File: src/hdl/tcsel_pkg.sv
// Shared constants and types of the timer clock-select and timer 3 block.
// Assumes a single 50 MHz system clock and an APB master with 32-bit data.
package tcsel_pkg;

	// Register byte addresses on APB
	localparam logic [7:0] ADDR_CLK_CTRL = 8'h00;
	localparam logic [7:0] ADDR_TMR3_CTRL = 8'h04;
	localparam logic [7:0] ADDR_TMR3_COUNT_LOW = 8'h08;
	localparam logic [7:0] ADDR_TMR3_COUNT_HIGH = 8'h0c;
	localparam logic [7:0] ADDR_TMR3_RELOAD_LOW = 8'h10;
	localparam logic [7:0] ADDR_TMR3_RELOAD_HIGH = 8'h14;
	localparam logic [7:0] ADDR_IRQ_STATUS = 8'h18;
	localparam logic [7:0] ADDR_IRQ_MASK = 8'h1c;
	localparam logic [7:0] ADDR_TMR012_CFG = 8'h20;

	// timer_clock_control fields
	localparam int CK_TMR3_HI_SEL = 7;
	localparam int CK_TMR3_LO_SEL = 6;
	localparam int CK_TMR2_HI_SEL = 5;
	localparam int CK_TMR2_LO_SEL = 4;
	localparam int CK_TMR1_SEL = 3;
	localparam int CK_TMR0_SEL = 2;
	localparam int CK_PRESCALE_LSB = 0;

	// tmr3_control fields
	localparam int T3_HI_OVF = 7;
	localparam int T3_LO_OVF = 6;
	localparam int T3_LO_IRQ_EN = 5;
	localparam int T3_SPLIT = 3;
	localparam int T3_RUN = 2;
	localparam int T3_EXT_SEL = 0;

	// Timer 0/1/2 configuration fields
	localparam int CFG_TMR0_COUNTER = 0;
	localparam int CFG_TMR1_COUNTER = 1;
	localparam int CFG_TMR2_EXT_SEL = 2;

	// Interrupt status and mask fields
	localparam int IRQ_HI = 0;
	localparam int IRQ_LO = 1;

	// Reset values
	localparam logic [7:0] CLK_CTRL_RESET = 8'h00;
	localparam logic [7:0] TMR3_CTRL_RESET = 8'h00;
	localparam logic [7:0] TMR012_CFG_RESET = 8'h00;
	localparam logic [7:0] BYTE_RESET = 8'h00;
	localparam logic [1:0] IRQ_RESET = 2'h0;

	// Prescale codes
	localparam logic [1:0] PS_DIV12 = 2'h0;
	localparam logic [1:0] PS_DIV4_A = 2'h1;
	localparam logic [1:0] PS_DIV4_B = 2'h2;
	localparam logic [1:0] PS_EXT8 = 2'h3;

	// Division ratios
	localparam int DIV_SYS12 = 12;
	localparam int DIV_SYS4 = 4;
	localparam int DIV_EXT8 = 8;

	typedef struct packed {
		logic tmr0;
		logic tmr1;
		logic tmr2Lo;
		logic tmr2Hi;
	} tcsel_ticks_type;

	typedef struct packed {
		logic [7:0] count;
		logic pulse;
	} tcsel_div_state_type;

	typedef struct packed {
		logic stage1;
		logic stage2;
		logic stage3;
		logic rise;
	} tcsel_sync_state_type;

	typedef struct packed {
		logic [7:0] clkCtrl;
		logic [7:0] tmr3Ctrl;
		logic [7:0] cfg;
		logic [7:0] countLow;
		logic [7:0] countHigh;
		logic [7:0] reloadLow;
		logic [7:0] reloadHigh;
		logic [1:0] irqStatus;
		logic [1:0] irqMask;
		logic [31:0] prdata;
		logic pready;
		logic pslverr;
		tcsel_ticks_type ticks;
		logic irq;
	} tcsel_state_type;

endpackage

File: src/hdl/tcsel_divider.sv
// Enable divider: one output pulse for every DIV input enables.
// Assumes inEn is a one-cycle enable in the clk domain.
`timescale 1ns/1ps
module tcsel_divider #(
	parameter int DIV = 12
) (
	input wire logic clk,
	input wire logic nrst,
	input wire logic inEn,
	output logic pulse
);
	localparam logic [7:0] LAST = 8'(DIV - 1);

	tcsel_pkg::tcsel_div_state_type st;
	tcsel_pkg::tcsel_div_state_type next_st;

	always_comb
	begin
		next_st = st;
		next_st.pulse = 1'b0;
		if (inEn)
		begin
			if (st.count == LAST)
			begin
				next_st.count = 8'h00;
				next_st.pulse = 1'b1;
			end
			else
			begin
				next_st.count = st.count + 8'h01;
			end
		end
	end

	always_ff @(posedge clk or negedge nrst)
	begin
		if (!nrst)
			st <= '0;
		else
			st <= next_st;
	end

	assign pulse = st.pulse;
endmodule

File: src/hdl/tcsel_ext_sync.sv
// Brings the external oscillator into the system clock domain and marks its rising edges.
// Assumes the oscillator runs well below half the system clock rate.
`timescale 1ns/1ps
module tcsel_ext_sync (
	input wire logic clk,
	input wire logic nrst,
	input wire logic extOsc,
	output logic extRise
);
	tcsel_pkg::tcsel_sync_state_type st;
	tcsel_pkg::tcsel_sync_state_type next_st;

	always_comb
	begin
		next_st.stage1 = extOsc;
		next_st.stage2 = st.stage1;
		next_st.stage3 = st.stage2;
		// Edge taken past the second stage so the metastable flop feeds nothing else
		next_st.rise = st.stage2 & ~st.stage3;
	end

	always_ff @(posedge clk or negedge nrst)
	begin
		if (!nrst)
			st <= '0;
		else
			st <= next_st;
	end

	assign extRise = st.rise;
endmodule

File: src/hdl/tcsel_top.sv
// Timer clock selection for timers 0, 1, 2 and the timer 3 auto-reload counter with APB registers.
// Assumes one 50 MHz clock, an APB master, and external event pulses already synchronous to clk.
//
// Summary of operation
// - Timer 2 high counter clock: external-select clock at 0, system clock at 1.
// - Timer 2 low counter clock: external-select clock at 0, system clock at 1.
// - Timer 1 uses prescaler at 0, system clock at 1; ignored in counter mode.
// - Timer 0 uses prescaler at 0, system clock at 1; ignored in counter mode.
// - Prescale field: 00 div12, 01 div4, 10 div4, 11 synchronised external div8.
// - Timer 3 is two 8-bit counts; split bit picks 16-bit or dual 8-bit.
// - Timer 3 clocks: system clock, system clock div12, or synchronised external div8.
// - 16-bit rollover loads the reload value and sets the high overflow flag.
// - With timer 3 interrupts enabled, every 16-bit overflow requests an interrupt.
// - Low byte overflow also interrupts when low interrupt enable and mask bits 0 and 1 are set.
// - Split mode: each byte reloads from its own reload register on overflow.
// - Split mode: run bit gates only the high byte; low byte always counts.
// - Split mode: each byte picks system clock or external-select clock by own bit.
// - Timer 3 high select is bit 7, low select bit 6 of clock control.
//
// The register offsets and the APB register port were decided locally.
`timescale 1ns/1ps
module tcsel_top (
	input wire logic clk,
	input wire logic nrst,
	input wire logic psel,
	input wire logic penable,
	input wire logic pwrite,
	input wire logic [7:0] paddr,
	input wire logic [31:0] pwdata,
	output logic [31:0] prdata,
	output logic pready,
	output logic pslverr,
	input wire logic extOsc,
	input wire logic tmr0Event,
	input wire logic tmr1Event,
	output tcsel_pkg::tcsel_ticks_type ticks,
	output logic irq
);
	tcsel_pkg::tcsel_state_type st;
	tcsel_pkg::tcsel_state_type next_st;

	logic extRise;
	logic div12Pulse;
	logic div4Pulse;
	logic ext8Pulse;

	tcsel_ext_sync u_sync (
		.clk(clk),
		.nrst(nrst),
		.extOsc(extOsc),
		.extRise(extRise)
	);

	tcsel_divider #(
		.DIV(tcsel_pkg::DIV_SYS12)
	) u_div12 (
		.clk(clk),
		.nrst(nrst),
		.inEn(1'b1),
		.pulse(div12Pulse)
	);

	tcsel_divider #(
		.DIV(tcsel_pkg::DIV_SYS4)
	) u_div4 (
		.clk(clk),
		.nrst(nrst),
		.inEn(1'b1),
		.pulse(div4Pulse)
	);

	// External divide happens after synchronisation, so the count never sees a raw edge
	tcsel_divider #(
		.DIV(tcsel_pkg::DIV_EXT8)
	) u_ext8 (
		.clk(clk),
		.nrst(nrst),
		.inEn(extRise),
		.pulse(ext8Pulse)
	);

	logic setupDone;
	logic access;
	logic hit;
	logic [7:0] readByte;
	logic [1:0] prescale;
	logic prescaled;
	logic tmr2Base;
	logic tmr3Base;
	logic tmr3LoTick;
	logic tmr3HiTick;
	logic hiOvf;
	logic loOvf;
	logic [15:0] count16;
	logic [1:0] irqEffMask;
	logic [3:0] selSys;
	logic [3:0] selBase;
	logic [3:0] selTick;

	assign setupDone = psel && penable && !st.pready;
	assign access = psel && penable && st.pready;
	assign prescale = st.clkCtrl[tcsel_pkg::CK_PRESCALE_LSB +: 2];

	// Read multiplexer and address decode
	always_comb
	begin
		hit = 1'b1;
		readByte = 8'h00;
		case (paddr)
			tcsel_pkg::ADDR_CLK_CTRL: readByte = st.clkCtrl;
			tcsel_pkg::ADDR_TMR3_CTRL: readByte = st.tmr3Ctrl;
			tcsel_pkg::ADDR_TMR3_COUNT_LOW: readByte = st.countLow;
			tcsel_pkg::ADDR_TMR3_COUNT_HIGH: readByte = st.countHigh;
			tcsel_pkg::ADDR_TMR3_RELOAD_LOW: readByte = st.reloadLow;
			tcsel_pkg::ADDR_TMR3_RELOAD_HIGH: readByte = st.reloadHigh;
			tcsel_pkg::ADDR_IRQ_STATUS: readByte = {6'h00, st.irqStatus};
			tcsel_pkg::ADDR_IRQ_MASK: readByte = {6'h00, st.irqMask};
			tcsel_pkg::ADDR_TMR012_CFG: readByte = st.cfg;
			default: hit = 1'b0;
		endcase
	end

	// Clock selection for all timers
	always_comb
	begin
		case (prescale)
			tcsel_pkg::PS_DIV12: prescaled = div12Pulse;
			tcsel_pkg::PS_DIV4_A: prescaled = div4Pulse;
			tcsel_pkg::PS_DIV4_B: prescaled = div4Pulse;
			tcsel_pkg::PS_EXT8: prescaled = ext8Pulse;
			default: prescaled = div12Pulse;
		endcase
		tmr2Base = st.cfg[tcsel_pkg::CFG_TMR2_EXT_SEL] ? ext8Pulse : div12Pulse;
		tmr3Base = st.tmr3Ctrl[tcsel_pkg::T3_EXT_SEL] ? ext8Pulse : div12Pulse;
	end

	// One selector per byte counter: bit 0 timer 2 low, 1 timer 2 high, 2 timer 3 low, 3 timer 3 high
	assign selSys = {st.clkCtrl[tcsel_pkg::CK_TMR3_HI_SEL], st.clkCtrl[tcsel_pkg::CK_TMR3_LO_SEL],
		st.clkCtrl[tcsel_pkg::CK_TMR2_HI_SEL], st.clkCtrl[tcsel_pkg::CK_TMR2_LO_SEL]};
	assign selBase = {tmr3Base, tmr3Base, tmr2Base, tmr2Base};
	for (genvar gi = 0; gi < 4; gi++)
	begin : g_sel
		// The system clock is an enable that stands high on every cycle
		assign selTick[gi] = selSys[gi] ? 1'b1 : selBase[gi];
	end
	assign tmr3LoTick = selTick[2];
	assign tmr3HiTick = selTick[3];

	always_comb
	begin
		next_st = st;
		hiOvf = 1'b0;
		loOvf = 1'b0;
		count16 = {st.countHigh, st.countLow};

		// Timer 0 and 1: counter mode passes the external event and ignores the select bit
		if (st.cfg[tcsel_pkg::CFG_TMR0_COUNTER])
			next_st.ticks.tmr0 = tmr0Event;
		else
			next_st.ticks.tmr0 = st.clkCtrl[tcsel_pkg::CK_TMR0_SEL] ? 1'b1 : prescaled;
		if (st.cfg[tcsel_pkg::CFG_TMR1_COUNTER])
			next_st.ticks.tmr1 = tmr1Event;
		else
			next_st.ticks.tmr1 = st.clkCtrl[tcsel_pkg::CK_TMR1_SEL] ? 1'b1 : prescaled;
		next_st.ticks.tmr2Lo = selTick[0];
		next_st.ticks.tmr2Hi = selTick[1];

		// Timer 3 counting
		if (!st.tmr3Ctrl[tcsel_pkg::T3_SPLIT])
		begin
			// The low select bit clocks the whole counter in 16-bit mode
			if (st.tmr3Ctrl[tcsel_pkg::T3_RUN] && tmr3LoTick)
			begin
				loOvf = (st.countLow == 8'hff);
				if (count16 == 16'hffff)
				begin
					count16 = {st.reloadHigh, st.reloadLow};
					hiOvf = 1'b1;
				end
				else
				begin
					count16 = count16 + 16'h0001;
				end
				next_st.countLow = count16[7:0];
				next_st.countHigh = count16[15:8];
			end
		end
		else
		begin
			// Low byte runs whatever the run bit says
			if (tmr3LoTick)
			begin
				if (st.countLow == 8'hff)
				begin
					next_st.countLow = st.reloadLow;
					loOvf = 1'b1;
				end
				else
				begin
					next_st.countLow = st.countLow + 8'h01;
				end
			end
			if (st.tmr3Ctrl[tcsel_pkg::T3_RUN] && tmr3HiTick)
			begin
				if (st.countHigh == 8'hff)
				begin
					next_st.countHigh = st.reloadHigh;
					hiOvf = 1'b1;
				end
				else
				begin
					next_st.countHigh = st.countHigh + 8'h01;
				end
			end
		end

		// APB: one wait state, answer registered at the end of the first access cycle
		next_st.pready = setupDone;
		if (setupDone)
		begin
			next_st.prdata = pwrite ? 32'h00000000 : {24'h000000, readByte};
			next_st.pslverr = !hit;
		end
		else if (!psel)
		begin
			next_st.pslverr = 1'b0;
		end

		if (access && pwrite)
		begin
			case (paddr)
				tcsel_pkg::ADDR_CLK_CTRL: next_st.clkCtrl = pwdata[7:0];
				tcsel_pkg::ADDR_TMR3_CTRL: next_st.tmr3Ctrl = pwdata[7:0];
				tcsel_pkg::ADDR_TMR3_COUNT_LOW: next_st.countLow = pwdata[7:0];
				tcsel_pkg::ADDR_TMR3_COUNT_HIGH: next_st.countHigh = pwdata[7:0];
				tcsel_pkg::ADDR_TMR3_RELOAD_LOW: next_st.reloadLow = pwdata[7:0];
				tcsel_pkg::ADDR_TMR3_RELOAD_HIGH: next_st.reloadHigh = pwdata[7:0];
				tcsel_pkg::ADDR_IRQ_MASK: next_st.irqMask = pwdata[1:0];
				tcsel_pkg::ADDR_TMR012_CFG: next_st.cfg = pwdata[7:0];
				default: next_st.cfg = st.cfg;
			endcase
		end
		if (access && !pwrite && paddr == tcsel_pkg::ADDR_IRQ_STATUS)
			next_st.irqStatus = 2'h0;

		// Hardware set wins over a software clear in the same cycle
		if (hiOvf)
		begin
			next_st.tmr3Ctrl[tcsel_pkg::T3_HI_OVF] = 1'b1;
			next_st.irqStatus[tcsel_pkg::IRQ_HI] = 1'b1;
		end
		if (loOvf)
			next_st.tmr3Ctrl[tcsel_pkg::T3_LO_OVF] = 1'b1;
		if (loOvf && st.tmr3Ctrl[tcsel_pkg::T3_LO_IRQ_EN])
			next_st.irqStatus[tcsel_pkg::IRQ_LO] = 1'b1;

		// Mask bit 0 is the timer 3 interrupt enable; the low source also needs it
		irqEffMask[tcsel_pkg::IRQ_HI] = next_st.irqMask[tcsel_pkg::IRQ_HI];
		irqEffMask[tcsel_pkg::IRQ_LO] = next_st.irqMask[tcsel_pkg::IRQ_LO]
			& next_st.irqMask[tcsel_pkg::IRQ_HI]
			& next_st.tmr3Ctrl[tcsel_pkg::T3_LO_IRQ_EN];
		next_st.irq = |(next_st.irqStatus & irqEffMask);
	end

	always_ff @(posedge clk or negedge nrst)
	begin
		if (!nrst)
		begin
			st <= '0;
			st.clkCtrl <= tcsel_pkg::CLK_CTRL_RESET;
			st.tmr3Ctrl <= tcsel_pkg::TMR3_CTRL_RESET;
			st.cfg <= tcsel_pkg::TMR012_CFG_RESET;
			st.countLow <= tcsel_pkg::BYTE_RESET;
			st.countHigh <= tcsel_pkg::BYTE_RESET;
			st.reloadLow <= tcsel_pkg::BYTE_RESET;
			st.reloadHigh <= tcsel_pkg::BYTE_RESET;
			st.irqStatus <= tcsel_pkg::IRQ_RESET;
			st.irqMask <= tcsel_pkg::IRQ_RESET;
		end
		else
		begin
			st <= next_st;
		end
	end

	assign prdata = st.prdata;
	assign pready = st.pready;
	assign pslverr = st.pslverr;
	assign ticks = st.ticks;
	assign irq = st.irq;
endmodule

File: config.mk
export PLATFORM = sky130hd
export DESIGN_NAME = tcsel_top
export DESIGN_NICKNAME = d
export VERILOG_FILES = /design/src/hdl/tcsel_pkg.sv /design/src/hdl/tcsel_divider.sv /design/src/hdl/tcsel_ext_sync.sv /design/src/hdl/tcsel_top.sv
export SDC_FILE = /design/constraint.sdc
export NUM_CORES = 1
export LEC_CHECK = 0
export BUFFER_PORTS_ARGS = -buffer_cell sky130_fd_sc_hd__buf_4
export CAP_MARGIN = 40
export CORE_ASPECT_RATIO = 2
export CORE_UTILIZATION = 50
export CTS_CLUSTER_SIZE = 12
export DETAILED_ROUTE_END_ITERATION = 10
export PLACE_DENSITY = 0.71
export SYNTH_ARGS = -nofsm -noshare
export SYNTH_HDL_FRONTEND = slang
export SYNTH_HIERARCHICAL = 1
export SYNTH_SLANG_ARGS = --single-unit
File: constraint.sdc
create_clock -name clk -period 4.1 [get_ports clk]
set_input_delay 0.205 -clock clk [delete_from_list [all_inputs] [get_ports clk]]
set_output_delay 0.205 -clock clk [all_outputs]
set_load 0.02 [all_outputs]
# Yosys cells after proc, flatten, opt, wreduce, memory -nomap -nowiden
# Cells that the tools add are included.
[totals]
reg_bits = 130
input_bits = 48
output_inout_bits = 39
word_cells = 140
[op_classes]
addsub = 6
eq_ne = 18
mux = 53
n_bitwise = 5
reduce_logical = 28
[ops]
columns = ["operator", "count"]
rows = [
  ["8-bit two-way mux", 14],
  ["8-bit case mux with 9 select lines", 1],
  ["16-bit two-way mux", 3],
  ["48-bit two-way mux", 1],
  ["8-bit by 1-bit adder with 8-bit output (second input constant)", 5],
  ["8-bit by 5-bit equality test with 1-bit output (second input constant)", 4],
  ["1-bit two-way mux", 30],
  ["8-bit by 4-bit equality test with 1-bit output (second input constant)", 3],
  ["16-bit by 1-bit adder with 16-bit output (second input constant)", 1],
  ["16-bit equality test (second input constant)", 1],
  ["8-bit by 3-bit equality test with 1-bit output (second input constant)", 2],
  ["8-bit equality test (second input constant)", 2],
  ["2-bit AND reduction", 7],
  ["1-bit logical AND", 9],
  ["9-bit OR reduction", 1],
  ["8-bit by 2-bit equality test with 1-bit output (second input constant)", 1],
  ["8-bit by 6-bit equality test with 1-bit output (second input constant)", 1],
  ["8-bit logical NOT", 1],
  ["2-bit nonzero test", 4],
  ["2-bit two-way mux", 3],
  ["2-bit equality test (second input constant)", 2],
  ["2-bit OR reduction", 2],
  ["1-bit bitwise AND", 3],
  ["1-bit logical NOT", 3],
  ["6 further kinds", 6],
]

# Depth between registers and ports, before layout
[depth]
ltp_word = 10
ltp_mapped = 8
ltp_nobuf = 6

# Hierarchy
# The synthesis kept the hierarchy.
[modules_own_cells]
columns = ["mod", "instances", "cells_each", "area_per_inst_um2", "seq_area_each_um2"]
rows = [
  ["tcsel_top", 1, 521, 4844.6, 1876.8],
  ["tcsel_divider at u_div12", 1, 38, 427.9, 225.2],
  ["tcsel_divider at u_div4", 1, 36, 422.9, 225.2],
  ["tcsel_divider at u_ext8", 1, 36, 421.7, 225.2],
  ["tcsel_ext_sync", 1, 5, 113.9, 100.1],
]

# Worst setup path after synthesis
# No wires, ideal clock.
[synth_timing]
path_kind = "reg2reg"
startpoint = "reg st, in the netlist pready"
endpoint = "reg st, in the netlist irq"
setup_ns = 0.122
arrival_ns = 2.037
required_time_ns = 3.978
slack_ns = 1.942
stages_incl_launch_ff = 7
n_path_buf = 1
synth_period_minus_slack_ns = 2.158
cell_sequence = "dfrtp_1 -> nand4_1 -> or4b_1 -> buf_6 -> mux2_4 -> and2_1 -> a32o_1"
[synth_rtl]
columns = ["item", "line", "rtl"]
rows = [
  ["start, declared", "tcsel_top.sv:39", "tcsel_pkg::tcsel_state_type st;"],
  ["start signal, assigned", "tcsel_top.sv:282", "st <= next_st;"],
]

==> impl_metrics.toml <==
[worst_setup_path]
required_ps = 4360
worstReg2RegEnd = "st[67]"
reg2reg_setup_slack_ps = 1370
cpLargestDelayFamily = "simple AND/OR/NAND/NOR gates"
crit_buf_inv = 0
crit_arrival_ps = 2990
reg2reg_depth = 6
cp-end-kind = "register"
critPathMaxStageDelay_ps = 590
reg2reg_from = "st[67]"
crit_chain = "ha_1, and4_1, nand4_1, o21ai_0, a211oi_1, o31ai_1"
critical_path_peak_fanout = 10
cp_slowest_cell = "nand4_1"
crit_type = "reg -> reg"
start_kind = "register"

[final_layout]
fin_nets = 705
syn2layout_area_growth_pct = 8.94
diodes = 0
layoutNonFillerInstCount = 802
fin_util_pct = 56.0
drive_gt1_share_pct = 19.1

[power]
power_w = 0.00252
p_leak_nw = 3.00
ir_drop_uv = 416
power_density_nw_per_um2 = 371

[yosys]
synthXorXnorAreaFrac_pct = 2.51
yosysTopAreaCell = "dfrtp_1"
ys_top_cells_by_area = "dfrtp_1, mux2_2, buf_4, nand2_1, mux2i_1"
synth_top_area_share_pct = 42.6
ys_ff_latch = 106
synth.most_common_cell = "dfrtp_1"
synthMuxAreaShare_pct = 10.2
synth_cell_types = 78
synthFlopType = "dfrtp_1"
synth_top_family_by_area = "simple AND/OR/NAND/NOR gates"
synthCells = 636
synth_edf_count = 0
avgSynthCellArea_sq_um = 9.80
synth_fa_ha_area_share_pct = 1.41
synth_commonest_cells = "dfrtp_1, nand2_1, mux2_2, buf_4, nor2_1"
synth_area_sq_um = 6230
seq_area_frac_synth_pct = 42.6
yosysWarningCount = 6
synthArstFlopShare_pct = 100
synth_compound_area_share_pct = 16.8
synthSimpleGateAreaFrac_pct = 18.7

[worst_hold_path]
min_path_type = "in -> reg"
hold_path_depth = 3
hold_start = "tmr1Event"
hold_end = "ticks[2]"

[sta]
rsz0062_at_grt = "no"
slew_viol_final = 0
period_minus_slack_ps = 2730
post-route-period-util_pct = 66.7
tns_ps = 0
slew_headroom_pct = 42.6
fin_skew_ps = 7.17
worstMarginPinSlew_ps = 855
fmax_mhz = 366
timing.hold.ws_ps = 64.9
final-setup-viol-count = 0
hold_viol = 0

[drt]
wl_met3_um = 633
via_per_inst = 6.34
dr.max_layer_used = "met4"
via_count = 5082
met1_length_um = 6420
drt.antenna.violating_nets = 0
first_pass_iters = 7
wl_met2_um = 9270
routed_wl_um = 18100
post_drt_wl_per_cell_um = 22.6
drt_iter0_drc = 302
post-route-drc-count = 0

[cts]
cts_sinks = 106
cts_root_buf = "clkbuf_16"
clkLatencyLatePin_ps = 350
post_cts_resized = 0
cts_buffer_depth = 2
cts_buffers = 9
cts_tree = "built"
cts_max_level = 3
clk_pin_slew_worst_paths_ps = 80

[global_route]
antenna_found_initial = 0
grtUsageTotal_pct = 29.5
grt_pass1_vias = 5161
overflow = 0
grt_start_max_net_pins = 63
grt_pass1_wl_um = 28100

[run]
max_cap_violations = 0

[placed_design]
gp_congestion = 0.929
dp_cells = 784
portBuffers = 38
dp_hpwl_um = 13600

[floorplan]
die-area_sq_um = 12900
rows = 57
ios = 87
die_w_um = 80.9
initial_core_util_pct = 51.4
die_h_um = 160
core_sq_um = 12100

[run_status]
outcome = "completed"
## routing by layer
layer	up-vias	GRT usage, %
met5	-	0
met4	0	25.7
met3	76	3.83
met2	165	49.2
met1	2509	31.5
li1	2332	-
## power by group
part	leakage [nW]	internal, W	switching [W]	total (W)
clock	0.153	0.000500	0.000412	0.000911
sequential	1.38	0.00112	0.0000990	0.00122
combinational	1.47	0.000151	0.000234	0.000386
total	3.00	0.00178	0.000745	0.00252
## state kept, by name (all words and copies together), names as in the netlist, 2 cells and up
register and cells:
u_sync/next_st 2, st 54, ticks 4, u_div4/st 8
selSys 4, prdata 8, u_div12/st 8, u_ext8/st 8
prescale 2
## through the flow
step	cell area [sq um]	worst slack [ps]
5_1_grt	6790	1210
6_report	6790	1370
3_3_place_gp	6410	1460
2_1_floorplan	6320	1940
3_5_place_dp	6450	1440
4_1_cts	6790	1430
## layout make-up
| class | count | area, sq um |
|---|---|---|
| clock buffers | 10 | 239 |
| clock inverters | 6 | 73.8 |
| fillers | 1133 | 5340 |
| inverters | 18 | 67.6 |
| multi-input cells | 468 | 3190 |
| flip-flops and latches | 106 | 2650 |
| well taps | 147 | 184 |
| repair buffers | 47 | 378 |
## repair_timing
action / in CTS / in global routing
setup endpoints to repair: 0 / 0
setup buffers: 0 / 0
hold endpoints to repair: 15 / 0
hold buffers: 2 / 0
## worst reg2reg max path, stage by stage, from the launching register on
cell and delay, ps:
dfrtp_1 490, ha_1 340, and4_1 440, nand4_1 600, o21ai_0 400, a211oi_1 130
o31ai_1 250
## logic make-up after synthesis
group | count (synthesis)
and+or+nand+nor | 210
AOI/OAI and AO/OA | 150
DFF | 106
buffers and inverters | 86
muxes | 58
xor gates and xnor gates | 17
adders and majority gates | 7
other | 2
## worst max-delay path by stage
stage | startpoint | endpoint | slack [ps] | depth (start not counted)
4_1_cts | st[67] | st[67] | 1430 | 6
5_1_grt | st[67] | st[67] | 1210 | 6
3_3_place_gp | st[67] | irq | 1460 | 6
2_1_floorplan | pready | irq | 1940 | 6
3_5_place_dp | st[67] | st[67] | 1440 | 6
6_report | st[67] | st[67] | 1370 | 6
## cells in the final DEF (no fill, tap or decap), types with 13 or more instances in the layout
cell / count
a211oi_1: 13
o21ai_0: 25
nor2_1: 32
mux2i_1: 16
nand4_1: 19
dfrtp_1: 106
and3_1: 15
mux2_2: 41
a21oi_1: 18
conb_1: 26
nand3_1: 17
nand2_1: 63
buf_4: 44
inv_1: 18
Power figures use the tool's default switching activity.
